===== src/verilog/sfcr_pkg.sv =====
// Constants and types for the sensor front-end configuration registers
`default_nettype none
package sfcr_pkg;
  // ****************************************
  // Register indices
  // ****************************************
  localparam logic [3:0] ADDR_CLK  = 4'h0;
  localparam logic [3:0] ADDR_PGA  = 4'h1;
  localparam logic [3:0] ADDR_DCOC = 4'h2;
  localparam logic [3:0] ADDR_ADC  = 4'h3;
  localparam logic [3:0] REG_LAST  = ADDR_ADC;

  // ****************************************
  // Writable bit masks and reset values
  // ****************************************
  localparam logic [7:0] CLK_MASK  = 8'h0f;
  localparam logic [7:0] PGA_MASK  = 8'hf3;
  localparam logic [7:0] DCOC_MASK = 8'hff;
  localparam logic [7:0] ADC_MASK  = 8'h7f;
  localparam logic [7:0] CLK_RST   = 8'h00;
  localparam logic [7:0] PGA_RST   = 8'h40;
  localparam logic [7:0] DCOC_RST  = 8'h00;
  localparam logic [7:0] ADC_RST   = 8'h25;

  // ****************************************
  // Field positions
  // ****************************************
  localparam int DIV_MSB   = 3;
  localparam int PGA2_MSB  = 7;
  localparam int PGA2_LSB  = 4;
  localparam int PGA1_MSB  = 1;
  localparam int SIGN_BIT  = 7;
  localparam int MAG_MSB   = 6;
  localparam int BIAS_MSB  = 6;
  localparam int BIAS_LSB  = 4;
  localparam int VRT_MSB   = 3;
  localparam int VRT_LSB   = 2;
  localparam int VRB_MSB   = 1;
  localparam int CMD_MSB   = 7;
  localparam int CMD_LSB   = 4;
  localparam int NADDR_MSB = 3;

  // ****************************************
  // Commands, codes and states
  // ****************************************
  localparam logic [3:0] CMD_READ    = 4'h2;
  localparam logic [3:0] CMD_WRITE   = 4'h4;
  localparam logic [7:0] STATUS_BYTE = 8'h00;
  localparam logic [2:0] BIAS_TOP    = 3'h4;
  localparam logic [2:0] BIT_LAST    = 3'h7;

  typedef enum logic [2:0]
  {
    SFCR_ST_CMD   = 3'b001,
    SFCR_ST_RDATA = 3'b010,
    SFCR_ST_WDATA = 3'b100
  } sfcr_state_e;
endpackage : sfcr_pkg
`default_nettype wire


===== src/verilog/sfcr_cfg_if.sv =====
// Divider code and operating-clock enable between register bank and divider
`timescale 1ns/1ps
`default_nettype none
interface sfcr_cfg_if;
  logic [3:0] div_code;
  logic       opclk_en;
  modport regs (output div_code, input opclk_en);
  modport div  (input div_code, output opclk_en);
endinterface : sfcr_cfg_if
`default_nettype wire


===== src/verilog/sfcr_top.sv =====
// Configuration registers 0 to 3 with the serial command port
// Notes on behaviour
// - Clock control holds a four-bit divider code 0..15 in its low bits.
// - Operating clock is system clock divided by code plus one.
// - Gain register: second amp gain in 7:4, reserved 3:2, first amp in 1:0.
// - Offset trim: bit 7 sign, one positive; bits 6:0 magnitude.
// - Magnitude applies as count of 128ths of reference span, polarity by sign.
// - Bias code in 6:4; codes 0..3 step up, top bit set gives highest.
// - Read command 0x2N, then a dummy byte returning register N.
// - Write command 0x4N, then data bytes; address advances after each byte.
`timescale 1ns/1ps
`default_nettype none
module sfcr_top
(
  input  wire logic       clk,
  input  wire logic       rstn,
  input  wire logic       spi_sel_n,
  input  wire logic       spi_sck,
  input  wire logic       spi_mosi,
  output logic            spi_miso,
  output logic            spi_miso_oe,
  output logic            opclk_en,
  output logic [3:0]      div_opclk_code,
  output logic [3:0]      second_amp_gain_code,
  output logic [1:0]      first_amp_gain_code,
  output logic            offset_sign,
  output logic [6:0]      offset_trim_code,
  output logic [7:0]      offset_comp,
  output logic [2:0]      adc_bias_code,
  output logic [2:0]      adc_bias_level,
  output logic [1:0]      adc_vrt_code,
  output logic [1:0]      adc_vrb_code
);
  sfcr_cfg_if cfg ();

  sfcr_pkg::sfcr_state_e state_reg;
  logic [7:0] reg_file_reg [0:3];
  logic [3:0] addr_reg;
  logic [2:0] bit_cnt_reg;
  logic [7:0] rx_reg;
  logic [7:0] tx_reg;
  logic       sck_prev_reg;
  logic       loaded_reg;
  logic       sck_rise;
  logic       sck_fall;
  logic       byte_done;
  logic [7:0] rx_byte;
  logic [3:0] rx_cmd;

  // ****************************************
  // Helpers
  // ****************************************
  function automatic logic reg_hit(input logic [3:0] a);
    reg_hit = (a <= sfcr_pkg::REG_LAST);
  endfunction : reg_hit

  function automatic logic [7:0] reg_mask(input logic [3:0] a);
    case (a)
      sfcr_pkg::ADDR_CLK:  reg_mask = sfcr_pkg::CLK_MASK;
      sfcr_pkg::ADDR_PGA:  reg_mask = sfcr_pkg::PGA_MASK;
      sfcr_pkg::ADDR_DCOC: reg_mask = sfcr_pkg::DCOC_MASK;
      sfcr_pkg::ADDR_ADC:  reg_mask = sfcr_pkg::ADC_MASK;
      default:             reg_mask = 8'h00;
    endcase
  endfunction : reg_mask

  function automatic logic [7:0] read_value(input logic [3:0] a);
    if (reg_hit(a))
      read_value = reg_file_reg[a[1:0]] & reg_mask(a);
    else
      read_value = 8'h00;
  endfunction : read_value

  // ****************************************
  // Serial byte engine
  // ****************************************
  always_ff @(posedge clk or negedge rstn)
  begin
    if (!rstn)
      sck_prev_reg <= 1'b0;
    else
      sck_prev_reg <= spi_sck;
  end

  assign sck_rise  = !spi_sel_n && spi_sck && !sck_prev_reg;
  assign sck_fall  = !spi_sel_n && !spi_sck && sck_prev_reg;
  assign byte_done = sck_rise && (bit_cnt_reg == sfcr_pkg::BIT_LAST);
  assign rx_byte   = {rx_reg[6:0], spi_mosi};
  assign rx_cmd    = rx_byte[sfcr_pkg::CMD_MSB:sfcr_pkg::CMD_LSB];

  always_ff @(posedge clk or negedge rstn)
  begin
    if (!rstn)
    begin
      bit_cnt_reg <= 3'h0;
      rx_reg      <= 8'h00;
    end
    else if (spi_sel_n)
      bit_cnt_reg <= 3'h0;
    else if (sck_rise)
    begin
      bit_cnt_reg <= bit_cnt_reg + 3'h1;
      rx_reg      <= rx_byte;
    end
  end

  // ****************************************
  // Command sequencer
  // ****************************************
  always_ff @(posedge clk or negedge rstn)
  begin
    if (!rstn)
      state_reg <= sfcr_pkg::SFCR_ST_CMD;
    else if (spi_sel_n)
      state_reg <= sfcr_pkg::SFCR_ST_CMD;
    else if (byte_done)
    begin
      case (state_reg)
        sfcr_pkg::SFCR_ST_CMD:
          if (rx_cmd == sfcr_pkg::CMD_READ)
            state_reg <= sfcr_pkg::SFCR_ST_RDATA;
          else if (rx_cmd == sfcr_pkg::CMD_WRITE)
            state_reg <= sfcr_pkg::SFCR_ST_WDATA;
          else
            state_reg <= sfcr_pkg::SFCR_ST_CMD;
        sfcr_pkg::SFCR_ST_RDATA: state_reg <= sfcr_pkg::SFCR_ST_CMD;
        sfcr_pkg::SFCR_ST_WDATA: state_reg <= sfcr_pkg::SFCR_ST_WDATA;
        default:                 state_reg <= sfcr_pkg::SFCR_ST_CMD;
      endcase
    end
  end

  always_ff @(posedge clk or negedge rstn)
  begin
    if (!rstn)
      addr_reg <= 4'h0;
    else if (byte_done && (state_reg == sfcr_pkg::SFCR_ST_CMD))
      addr_reg <= rx_byte[sfcr_pkg::NADDR_MSB:0];
    else if (byte_done && (state_reg == sfcr_pkg::SFCR_ST_WDATA))
      addr_reg <= addr_reg + 4'h1;
  end

  // ****************************************
  // Register storage
  // ****************************************
  always_ff @(posedge clk or negedge rstn)
  begin
    if (!rstn)
    begin
      reg_file_reg[0] <= sfcr_pkg::CLK_RST;
      reg_file_reg[1] <= sfcr_pkg::PGA_RST;
      reg_file_reg[2] <= sfcr_pkg::DCOC_RST;
      reg_file_reg[3] <= sfcr_pkg::ADC_RST;
    end
    else if (byte_done && (state_reg == sfcr_pkg::SFCR_ST_WDATA)
             && reg_hit(addr_reg))
      reg_file_reg[addr_reg[1:0]] <= rx_byte & reg_mask(addr_reg);
  end

  // ****************************************
  // Return data, shifted out on falling edges
  // ****************************************
  always_ff @(posedge clk or negedge rstn)
  begin
    if (!rstn)
    begin
      tx_reg     <= sfcr_pkg::STATUS_BYTE;
      loaded_reg <= 1'b0;
    end
    else if (spi_sel_n)
    begin
      tx_reg     <= sfcr_pkg::STATUS_BYTE;
      loaded_reg <= 1'b0;
    end
    else if (byte_done)
    begin
      loaded_reg <= 1'b1;
      if ((state_reg == sfcr_pkg::SFCR_ST_CMD)
          && (rx_cmd == sfcr_pkg::CMD_READ))
        tx_reg <= read_value(rx_byte[sfcr_pkg::NADDR_MSB:0]);
      else
        tx_reg <= sfcr_pkg::STATUS_BYTE;
    end
    else if (sck_fall)
    begin
      loaded_reg <= 1'b0;
      if (!loaded_reg)
        tx_reg <= {tx_reg[6:0], 1'b0};
    end
  end

  assign spi_miso    = tx_reg[7];
  assign spi_miso_oe = !spi_sel_n;

  // ****************************************
  // Decoded settings
  // ****************************************
  assign cfg.div_code           = reg_file_reg[0][sfcr_pkg::DIV_MSB:0];
  assign div_opclk_code         = cfg.div_code;
  assign opclk_en               = cfg.opclk_en;
  assign second_amp_gain_code   =
    reg_file_reg[1][sfcr_pkg::PGA2_MSB:sfcr_pkg::PGA2_LSB];
  assign first_amp_gain_code    = reg_file_reg[1][sfcr_pkg::PGA1_MSB:0];
  assign offset_sign            = reg_file_reg[2][sfcr_pkg::SIGN_BIT];
  assign offset_trim_code       = reg_file_reg[2][sfcr_pkg::MAG_MSB:0];
  // Signed compensation in 128ths of the reference span
  assign offset_comp = offset_sign ? {1'b0, offset_trim_code}
                                   : 8'h00 - {1'b0, offset_trim_code};
  assign adc_bias_code =
    reg_file_reg[3][sfcr_pkg::BIAS_MSB:sfcr_pkg::BIAS_LSB];
  assign adc_bias_level = adc_bias_code[2] ? sfcr_pkg::BIAS_TOP
                                           : adc_bias_code;
  assign adc_vrt_code =
    reg_file_reg[3][sfcr_pkg::VRT_MSB:sfcr_pkg::VRT_LSB];
  assign adc_vrb_code = reg_file_reg[3][sfcr_pkg::VRB_MSB:0];

  sfcr_opclk_div u_div
  (
    .clk  (clk),
    .rstn (rstn),
    .cfg  (cfg.div)
  );

  // ****************************************
  // Checks
  // ****************************************
  property p_clk_write;
    @(posedge clk) disable iff (!rstn)
    byte_done && (state_reg == sfcr_pkg::SFCR_ST_WDATA)
      && (addr_reg == sfcr_pkg::ADDR_CLK)
      |=> div_opclk_code == $past(rx_byte[3:0]);
  endproperty
  a_clk_write: assert property (p_clk_write)
    else $error("Divider code not taken from written byte");

  property p_pga_write;
    @(posedge clk) disable iff (!rstn)
    byte_done && (state_reg == sfcr_pkg::SFCR_ST_WDATA)
      && (addr_reg == sfcr_pkg::ADDR_PGA)
      |=> (second_amp_gain_code == $past(rx_byte[7:4]))
          && (first_amp_gain_code == $past(rx_byte[1:0]))
          && (reg_file_reg[1][3:2] == 2'h0);
  endproperty
  a_pga_write: assert property (p_pga_write)
    else $error("Gain fields not placed as expected");

  property p_offset_write;
    @(posedge clk) disable iff (!rstn)
    byte_done && (state_reg == sfcr_pkg::SFCR_ST_WDATA)
      && (addr_reg == sfcr_pkg::ADDR_DCOC)
      |=> (offset_sign == $past(rx_byte[7]))
          && (offset_trim_code == $past(rx_byte[6:0]));
  endproperty
  a_offset_write: assert property (p_offset_write)
    else $error("Offset sign or magnitude wrong after write");

  property p_offset_comp;
    @(posedge clk) disable iff (!rstn)
    !offset_sign |-> (offset_comp + {1'b0, offset_trim_code}) == 8'h00;
  endproperty
  a_offset_comp: assert property (p_offset_comp)
    else $error("Negative compensation has wrong polarity");

  property p_bias_top;
    @(posedge clk) disable iff (!rstn)
    adc_bias_code[2] |-> adc_bias_level == 3'h4;
  endproperty
  a_bias_top: assert property (p_bias_top)
    else $error("High bias code not at highest setting");

  property p_read_data;
    @(posedge clk) disable iff (!rstn)
    byte_done && (state_reg == sfcr_pkg::SFCR_ST_CMD)
      && (rx_cmd == sfcr_pkg::CMD_READ) && (rx_byte[3:0] == 4'h1)
      |=> (tx_reg == (reg_file_reg[1] & 8'hf3))
          && (state_reg == sfcr_pkg::SFCR_ST_RDATA);
  endproperty
  a_read_data: assert property (p_read_data)
    else $error("Read command did not load register content");

  property p_addr_step;
    @(posedge clk) disable iff (!rstn)
    byte_done && (state_reg == sfcr_pkg::SFCR_ST_WDATA)
      |=> addr_reg == $past(addr_reg) + 4'h1;
  endproperty
  a_addr_step: assert property (p_addr_step)
    else $error("Write address did not advance by one");

  property p_reserved_zero;
    @(posedge clk) disable iff (!rstn)
    (reg_file_reg[0][7:4] == 4'h0) && (reg_file_reg[3][7] == 1'b0);
  endproperty
  a_reserved_zero: assert property (p_reserved_zero)
    else $error("Unused bit was stored");

  c_read: cover property (@(posedge clk) disable iff (!rstn)
    byte_done && (state_reg == sfcr_pkg::SFCR_ST_RDATA));
  c_burst: cover property (@(posedge clk) disable iff (!rstn)
    byte_done && (state_reg == sfcr_pkg::SFCR_ST_WDATA)
      && (addr_reg == sfcr_pkg::ADDR_ADC));
  c_neg_offset: cover property (@(posedge clk) disable iff (!rstn)
    !offset_sign && (offset_trim_code == 7'h7f));
endmodule : sfcr_top
`default_nettype wire


===== src/verilog/sfcr_opclk_div.sv =====
// Operating-clock enable divider
`timescale 1ns/1ps
`default_nettype none
module sfcr_opclk_div
(
  input  wire logic clk,
  input  wire logic rstn,
  sfcr_cfg_if.div   cfg
);
  logic [3:0] cnt_reg;
  logic [3:0] div_prev_reg;
  logic [3:0] gap_reg;
  logic       chg_reg;

  // ****************************************
  // Divide by code plus one
  // ****************************************
  always_ff @(posedge clk or negedge rstn)
  begin
    if (!rstn)
      div_prev_reg <= 4'h0;
    else
      div_prev_reg <= cfg.div_code;
  end

  always_ff @(posedge clk or negedge rstn)
  begin
    if (!rstn)
      cnt_reg <= 4'h0;
    else if (cfg.div_code != div_prev_reg)
      cnt_reg <= 4'h0;
    else if (cnt_reg >= cfg.div_code)
      cnt_reg <= 4'h0;
    else
      cnt_reg <= cnt_reg + 4'h1;
  end

  assign cfg.opclk_en = (cnt_reg == cfg.div_code);

  // ****************************************
  // Checks
  // ****************************************
  always_ff @(posedge clk or negedge rstn)
  begin
    if (!rstn)
      gap_reg <= 4'h0;
    else if (cfg.opclk_en)
      gap_reg <= 4'h0;
    else
      gap_reg <= gap_reg + 4'h1;
  end

  always_ff @(posedge clk or negedge rstn)
  begin
    if (!rstn)
      chg_reg <= 1'b1;
    else if (cfg.div_code != div_prev_reg)
      chg_reg <= 1'b1;
    else if (cfg.opclk_en)
      chg_reg <= 1'b0;
  end

  property p_div_pass;
    @(posedge clk) disable iff (!rstn)
    (cfg.div_code == 4'h0) && $stable(cfg.div_code) |-> cfg.opclk_en;
  endproperty
  a_div_pass: assert property (p_div_pass)
    else $error("Code zero did not pass the clock through");

  property p_div_gap;
    @(posedge clk) disable iff (!rstn)
    cfg.opclk_en && !chg_reg && (cfg.div_code == div_prev_reg)
      |-> gap_reg == cfg.div_code;
  endproperty
  a_div_gap: assert property (p_div_gap)
    else $error("Operating clock period is not code plus one");

  c_div_max: cover property (@(posedge clk) disable iff (!rstn)
    cfg.opclk_en && (cfg.div_code == 4'hf) && !chg_reg);
endmodule : sfcr_opclk_div
`default_nettype wire


===== config.mk =====
export PLATFORM = sky130hd
export DESIGN_NAME = sfcr_top
export DESIGN_NICKNAME = d
export VERILOG_FILES = /design/src/verilog/sfcr_pkg.sv /design/src/verilog/sfcr_cfg_if.sv /design/src/verilog/sfcr_top.sv /design/src/verilog/sfcr_opclk_div.sv
export SDC_FILE = /design/constraint.sdc
export NUM_CORES = 1
export LEC_CHECK = 0
export ABC_AREA = 1
export BUFFER_PORTS_ARGS = -buffer_cell sky130_fd_sc_hd__buf_2
export CELL_PAD_IN_SITES_DETAIL_PLACEMENT = 1
export CELL_PAD_IN_SITES_GLOBAL_PLACEMENT = 2
export CORE_ASPECT_RATIO = 2
export CORE_MARGIN = 2
export CORE_UTILIZATION = 31
export CTS_CLUSTER_DIAMETER = 100
export DETAILED_ROUTE_END_ITERATION = 7
export PLACE_DENSITY = 0.79
export SLEW_MARGIN = 15
export SYNTH_ARGS = -nofsm -noshare
export SYNTH_HDL_FRONTEND = slang
export SYNTH_SLANG_ARGS = --single-unit

===== constraint.sdc =====
create_clock -name clk -period 1.51 [get_ports clk]
set_input_delay 0.0755 -clock clk [delete_from_list [all_inputs] [get_ports clk]]
set_output_delay 0.0755 -clock clk [all_outputs]
set_load 0.05 [all_outputs]

After elaboration in Yosys (flattened, before gate mapping):

Cells that the tools add are included.

* register bits: 67
* output and inout bits: 39
* logic and storage cells: 98

* mux-type cells: 35
* equal/unequal tests: 14
* $lt $le $gt $ge: 6
* reduce and logical (&&, ||, !) cells: 21
* add/subtract/negate cells: 4
* bitwise gates (word level): 5

Operators with widths (number)
* two-way mux 8 bit: 15
* case mux 8 bit (4 select lines): 2
* bitwise mux 32 bit: 1
* two-way mux 3 bit: 7
* == test 4 x 2 -> 1 bit (second input constant): 5
* AND 8 bit: 2
* binary-select mux 8 bit (select 2 bit): 1
* demux 8 bit (select 2 bit): 1
* two-way mux 4 bit: 4
* logical AND 1 bit: 10
* adder 4 x 1 -> 4 bit (second input constant): 2
* == test 4 x 1 -> 1 bit (second input constant): 2
* <= comparator 4 x 2 -> 1 bit (second input constant): 2
* logical NOT 4 bit: 2
* subtractor 1 x 7 -> 8 bit (first input constant): 1
* == test 3 bit (second input constant): 2
* greater-or-equal comparator 3 bit (second input constant): 2
* inverter 2 -> 3 bit: 2
* case mux 3 bit (2 select lines): 1
* nonzero test 2 bit: 3
* == test 4 x 3 -> 1 bit (second input constant): 1
* == test 4 bit: 1
* greater-or-equal comparator 4 bit: 1
* inequality test 4 bit: 1
* other kinds (9): 14

Longest topological paths before layout:

* depth in word-level cells: 11
* mapped depth: 10
* mapped depth without buffers: 9

Modules after synthesis:

A second synthesis with hierarchy kept.

* cells, all modules: 463
* area, all modules: 3709.8 um^2

Modules (own cells, without submodules)
* sfcr_top: seq. area each 1457.6 um^2, area each 3248.1 um^2, cells each 412, times used 1
* sfcr_opclk_div: seq. area each 200.2 um^2, area each 461.7 um^2, cells each 51, times used 1

Worst setup path after synthesis:

No wires, ideal clock.

* kind: register -> output
* from: register reg_file_reg, in the netlist offset_sign
* to: output offset_comp[1]
* stages on the path, launching flop included: 3
* data arrival time: 1.999 ns
* slack: -0.565 ns
* cell sequence: dfrtp_1 -> inv_1 -> o21ai_0

* longest elaborated chain between the ends: 1

Ends and longest elaborated chain
* start: declaration: RTL line sfcr_top.sv:37 `logic [7:0] reg_file_reg [0:3];`
* start signal: indexed assignment: RTL line sfcr_top.sv:157 `reg_file_reg[addr_reg[1:0]] <= rx_byte & reg_mask(addr_reg);`
* two-way mux 8 bit: RTL line sfcr_top.sv:207 `assign offset_comp = offset_sign ? {1'b0, offset_trim_code}`
* end: declaration: RTL line sfcr_top.sv:28 `output logic [7:0] offset_comp,`

Every way passes these cells.

Worst setup path after layout:

* from: register reg_file_reg, in the netlist offset_trim_code[1]
* to: output offset_comp[4]

* longest elaborated chain between the ends: 2

Ends and longest elaborated chain
* subtractor 1 x 7 -> 8 bit: RTL line sfcr_top.sv:208 `: 8'h00 - {1'b0, offset_trim_code};`
* two-way mux 8 bit: RTL line sfcr_top.sv:207

Every way passes these cells.

==> results.toml <==
[run_status]
status = "finished with violations"
failed_checks = "setup timing"

[cells_and_area]
n_antenna_cell = 0
drive_gt1_share_pct = 37.5
num-nets-final = 615
final_common_cell = "nand2_1"
final_area_um2 = 5330
layout_common_cells = "164 x nand2_1, 58 x dfrtp_1, 56 x buf_4"
largest_reg_flops = 8
num-fill-cells = 1471
area_growth_pct = 39.6

[min_path]
hold_class = "in -> reg"
min_path_cells = 2
hp-start = "spi_sel_n"
hold_path_end = "loaded_reg$_DFFE_PN0P_"

[synth]
synth_top_area_cell = "dfrtp_1"
synth_warnings = 0
syn_area_um2 = 3820
ys_top_cells_by_area = "dfrtp_1 40%, nand2_1 19%, inv_1 6.3%"
synth-seq-cells = 66
netlist_instances = 508
synth_nets = 525
avgSynthCellArea_um2 = 7.52
synth_top_cell_area_share_pct = 40.0
yosysSeqAreaShare_pct = 43.4
synthDistinctLibCells = 34

[worst_setup_path]
cp_max_fo = 3
r2r_start = "bit_cnt_reg[1]$_DFFE_PN0P_"
cp_cell_sequence = "inv_2 -> ha_4 -> buf_4 -> a31oi_4 -> xor2_2 -> buf_6"
crit_buf_inv = 3
critical-path-slowest-cell = "dfrtp_1"
reg2reg_slack_ns = -0.07
cp.depth = 6
path_class = "reg -> out"
worst-r2r-cell-count = 8
r2r_end = "offset_trim_code[3]$_DFFE_PN0P_"
endpoint_kind = "output port"
cp.arrival_ns = 1.59
worstPathRequired_ns = 1.43
cp_top_family = "buffers and inverters"
cp-start-kind = "flop"
cp_slowest_stage_delay_ns = 0.37

[timing]
setup_viol = 35
slew_headroom_pct = 74.2
holdWs_ns = 0.0772
fin_crit_sh_pct = 111
skew_ns = 0.00754
period_needed_ns = 1.67
rsz0062_at_grt = "true"
finalWorstSetupSlack_ns = -0.159
max_slew.worst_pin.slew_ns = 0.386
finalHoldViolCount = 0
finalMaxSlewViolations = 0
max_freq_ghz = 0.599

[die]
start_util_pct = 31.7
die_area_um2 = 13300
core_area_um2 = 12100
ioPinCount = 44
die_x_um = 82.5
row_count = 57
fp.dieH_um = 161

[clocking]
cts.sinks = 66
clockBufferDepth = 2
clock_latency_ns = 0.33
path_clk_slew_ns = 0.06
cts_made_buffers = 9
cts_tree = "built"
cts_root_buf = "clkbuf_16"
ctsHtreeMaxLevel = 3

[route]
ant_nets = 0
firstDrtPassIters = 4
via_per_inst = 4.76
drt-initial-drc-count = 109
drc = 0
wl_per_cell_um = 16.7
routed_wl_mm = 12.5
vias = 3572

[power]
vdd_drop_max_v = 0.000692
p_leak_nw = 2.74
power_density_nw_per_um2 = 847
design_power_total_mw = 4.52

[global_routing]
grt-ovfl-total = 0
grt_pass1_vias = 3772
grt_max_degree = 47
grt_pass1_wl_mm = 19.6
antenna_found_initial = 0
grt_use_total_pct = 19.9

[placed_design]
placed_cell_area_um2 = 4430
place_ws_ns = -0.105
gp_congestion = 0.827
portBuffers = 43
hpwl_mm = 9.41

[run]
maxCapViolCount = 0
[timing repair]
action,in CTS,in global routing
gates resized for setup,37,87
setup buffers,6,12
pin swaps,26,58
gates cloned,1,0
hold buffers,2,0
endpoints found under the hold margin,62,0
setup endpoints to repair,57,54
[final cells by class]
type,instances,area (um2),area share [%]
clock buffers,10,229,4.29
clock inverters,6,57.6,1.08
inverters,68,263,4.93
multi-input cells,341,2090,39.2
flip-flops and latches,66,1660,31.2
well taps,147,184,3.45
repair buffers,112,846,15.9
[logic make-up after synthesis]
group / Yosys count / share of synthesized area, %
buffers and inverters: 102 / 12.9
AO/OA/AOI/OAI: 44 / 6.19
adder cells (fa/ha/maj): 12 / 3.93
AND/OR/NAND/NOR: 275 / 31.5
XOR/XNOR: 9 / 2.06
flip-flops: 66 / 43.4
[worst max path at each step]
stage                                          from                      endpoint  slack (ns)
CTS                 offset_trim_code[0]$_DFFE_PN0P_                offset_comp[6]       -0.17
finish              offset_trim_code[1]$_DFFE_PN0P_                offset_comp[4]       -0.16
detailed placement          addr_reg[0]$_DFFE_PN0P_  reg_file_reg[19]$_DFFE_PN0P_       -0.10
global placement            addr_reg[0]$_DFFE_PN0P_  reg_file_reg[19]$_DFFE_PN0P_       -0.02
global route        offset_trim_code[1]$_DFFE_PN0P_                offset_comp[4]       -0.21
floorplan           offset_trim_code[1]$_DFFE_PN0P_                offset_comp[2]       -0.06
[where the power goes]
| part | switching, mW | leakage (nW) | total, mW | internal, mW |
|---|---|---|---|---|
| Combinational | 0.404 | 1.75 | 0.600 | 0.196 |
| Clock | 0.778 | 0.142 | 2.04 | 1.27 |
| Sequential | 0.0529 | 0.848 | 1.87 | 1.82 |
[stage by stage]
| step | instances | TNS [ns] | utilization, % |
|---|---|---|---|
| global placement | 713 | -0.346 | 36.8 |
| detailed placement | 713 | -2.28 | 36.8 |
| floorplan | 508 | -0.144 | - |
| CTS | 738 | -0.768 | 40.8 |
| global route | 750 | -6.23 | 44.2 |
| finish | 750 | -1.66 | 44.2 |
[worst reg2reg max path, cell delays in order (launching register included)]
cell and delay (ns):
dfrtp_1 0.35, ha_2 0.19, ha_4 0.15, nand4_4 0.11
nor2_4 0.18, nand2_4 0.12, nor2_4 0.26, nand2_1 0.10
nand2_1 0.07
[Yosys cell counts]
cell	n
a21o_1	1
a21oi_1	5
a22oi_1	1
a31oi_1	2
buf_2	4
buf_4	26
buf_6	1
clkbuf_1	2
clkbuf_2	1
clkinv_1	1
dfrtp_1	61
dfstp_2	5
ha_1	12
inv_1	64
inv_2	3
nand2_1	190
nand2_2	3
nand2_4	1
nand3_1	35
nand3_4	1
nand4_1	1
nand4_4	2
nor2_1	33
nor2_2	1
nor2_4	5
nor2_8	1
nor3_1	2
o211ai_1	2
o21ai_0	23
o21ai_1	8
o22ai_1	1
o31ai_1	1
xnor2_1	2
xor2_1	7
[metal layers]
| layer | vias to the layer above | global-route usage (%) | part of all wire, % |
|---|---|---|---|
| met5 | - | 0 | 0 |
| met2 | 68 | 38.8 | 60 |
| met1 | 1748 | 19.1 | 33 |
| met3 | 29 | 3.09 | 2.4 |
| li1 | 1727 | - | - |
| met4 | 0 | 9.02 | 4.5 |
(Power assumes the default switching activity.)
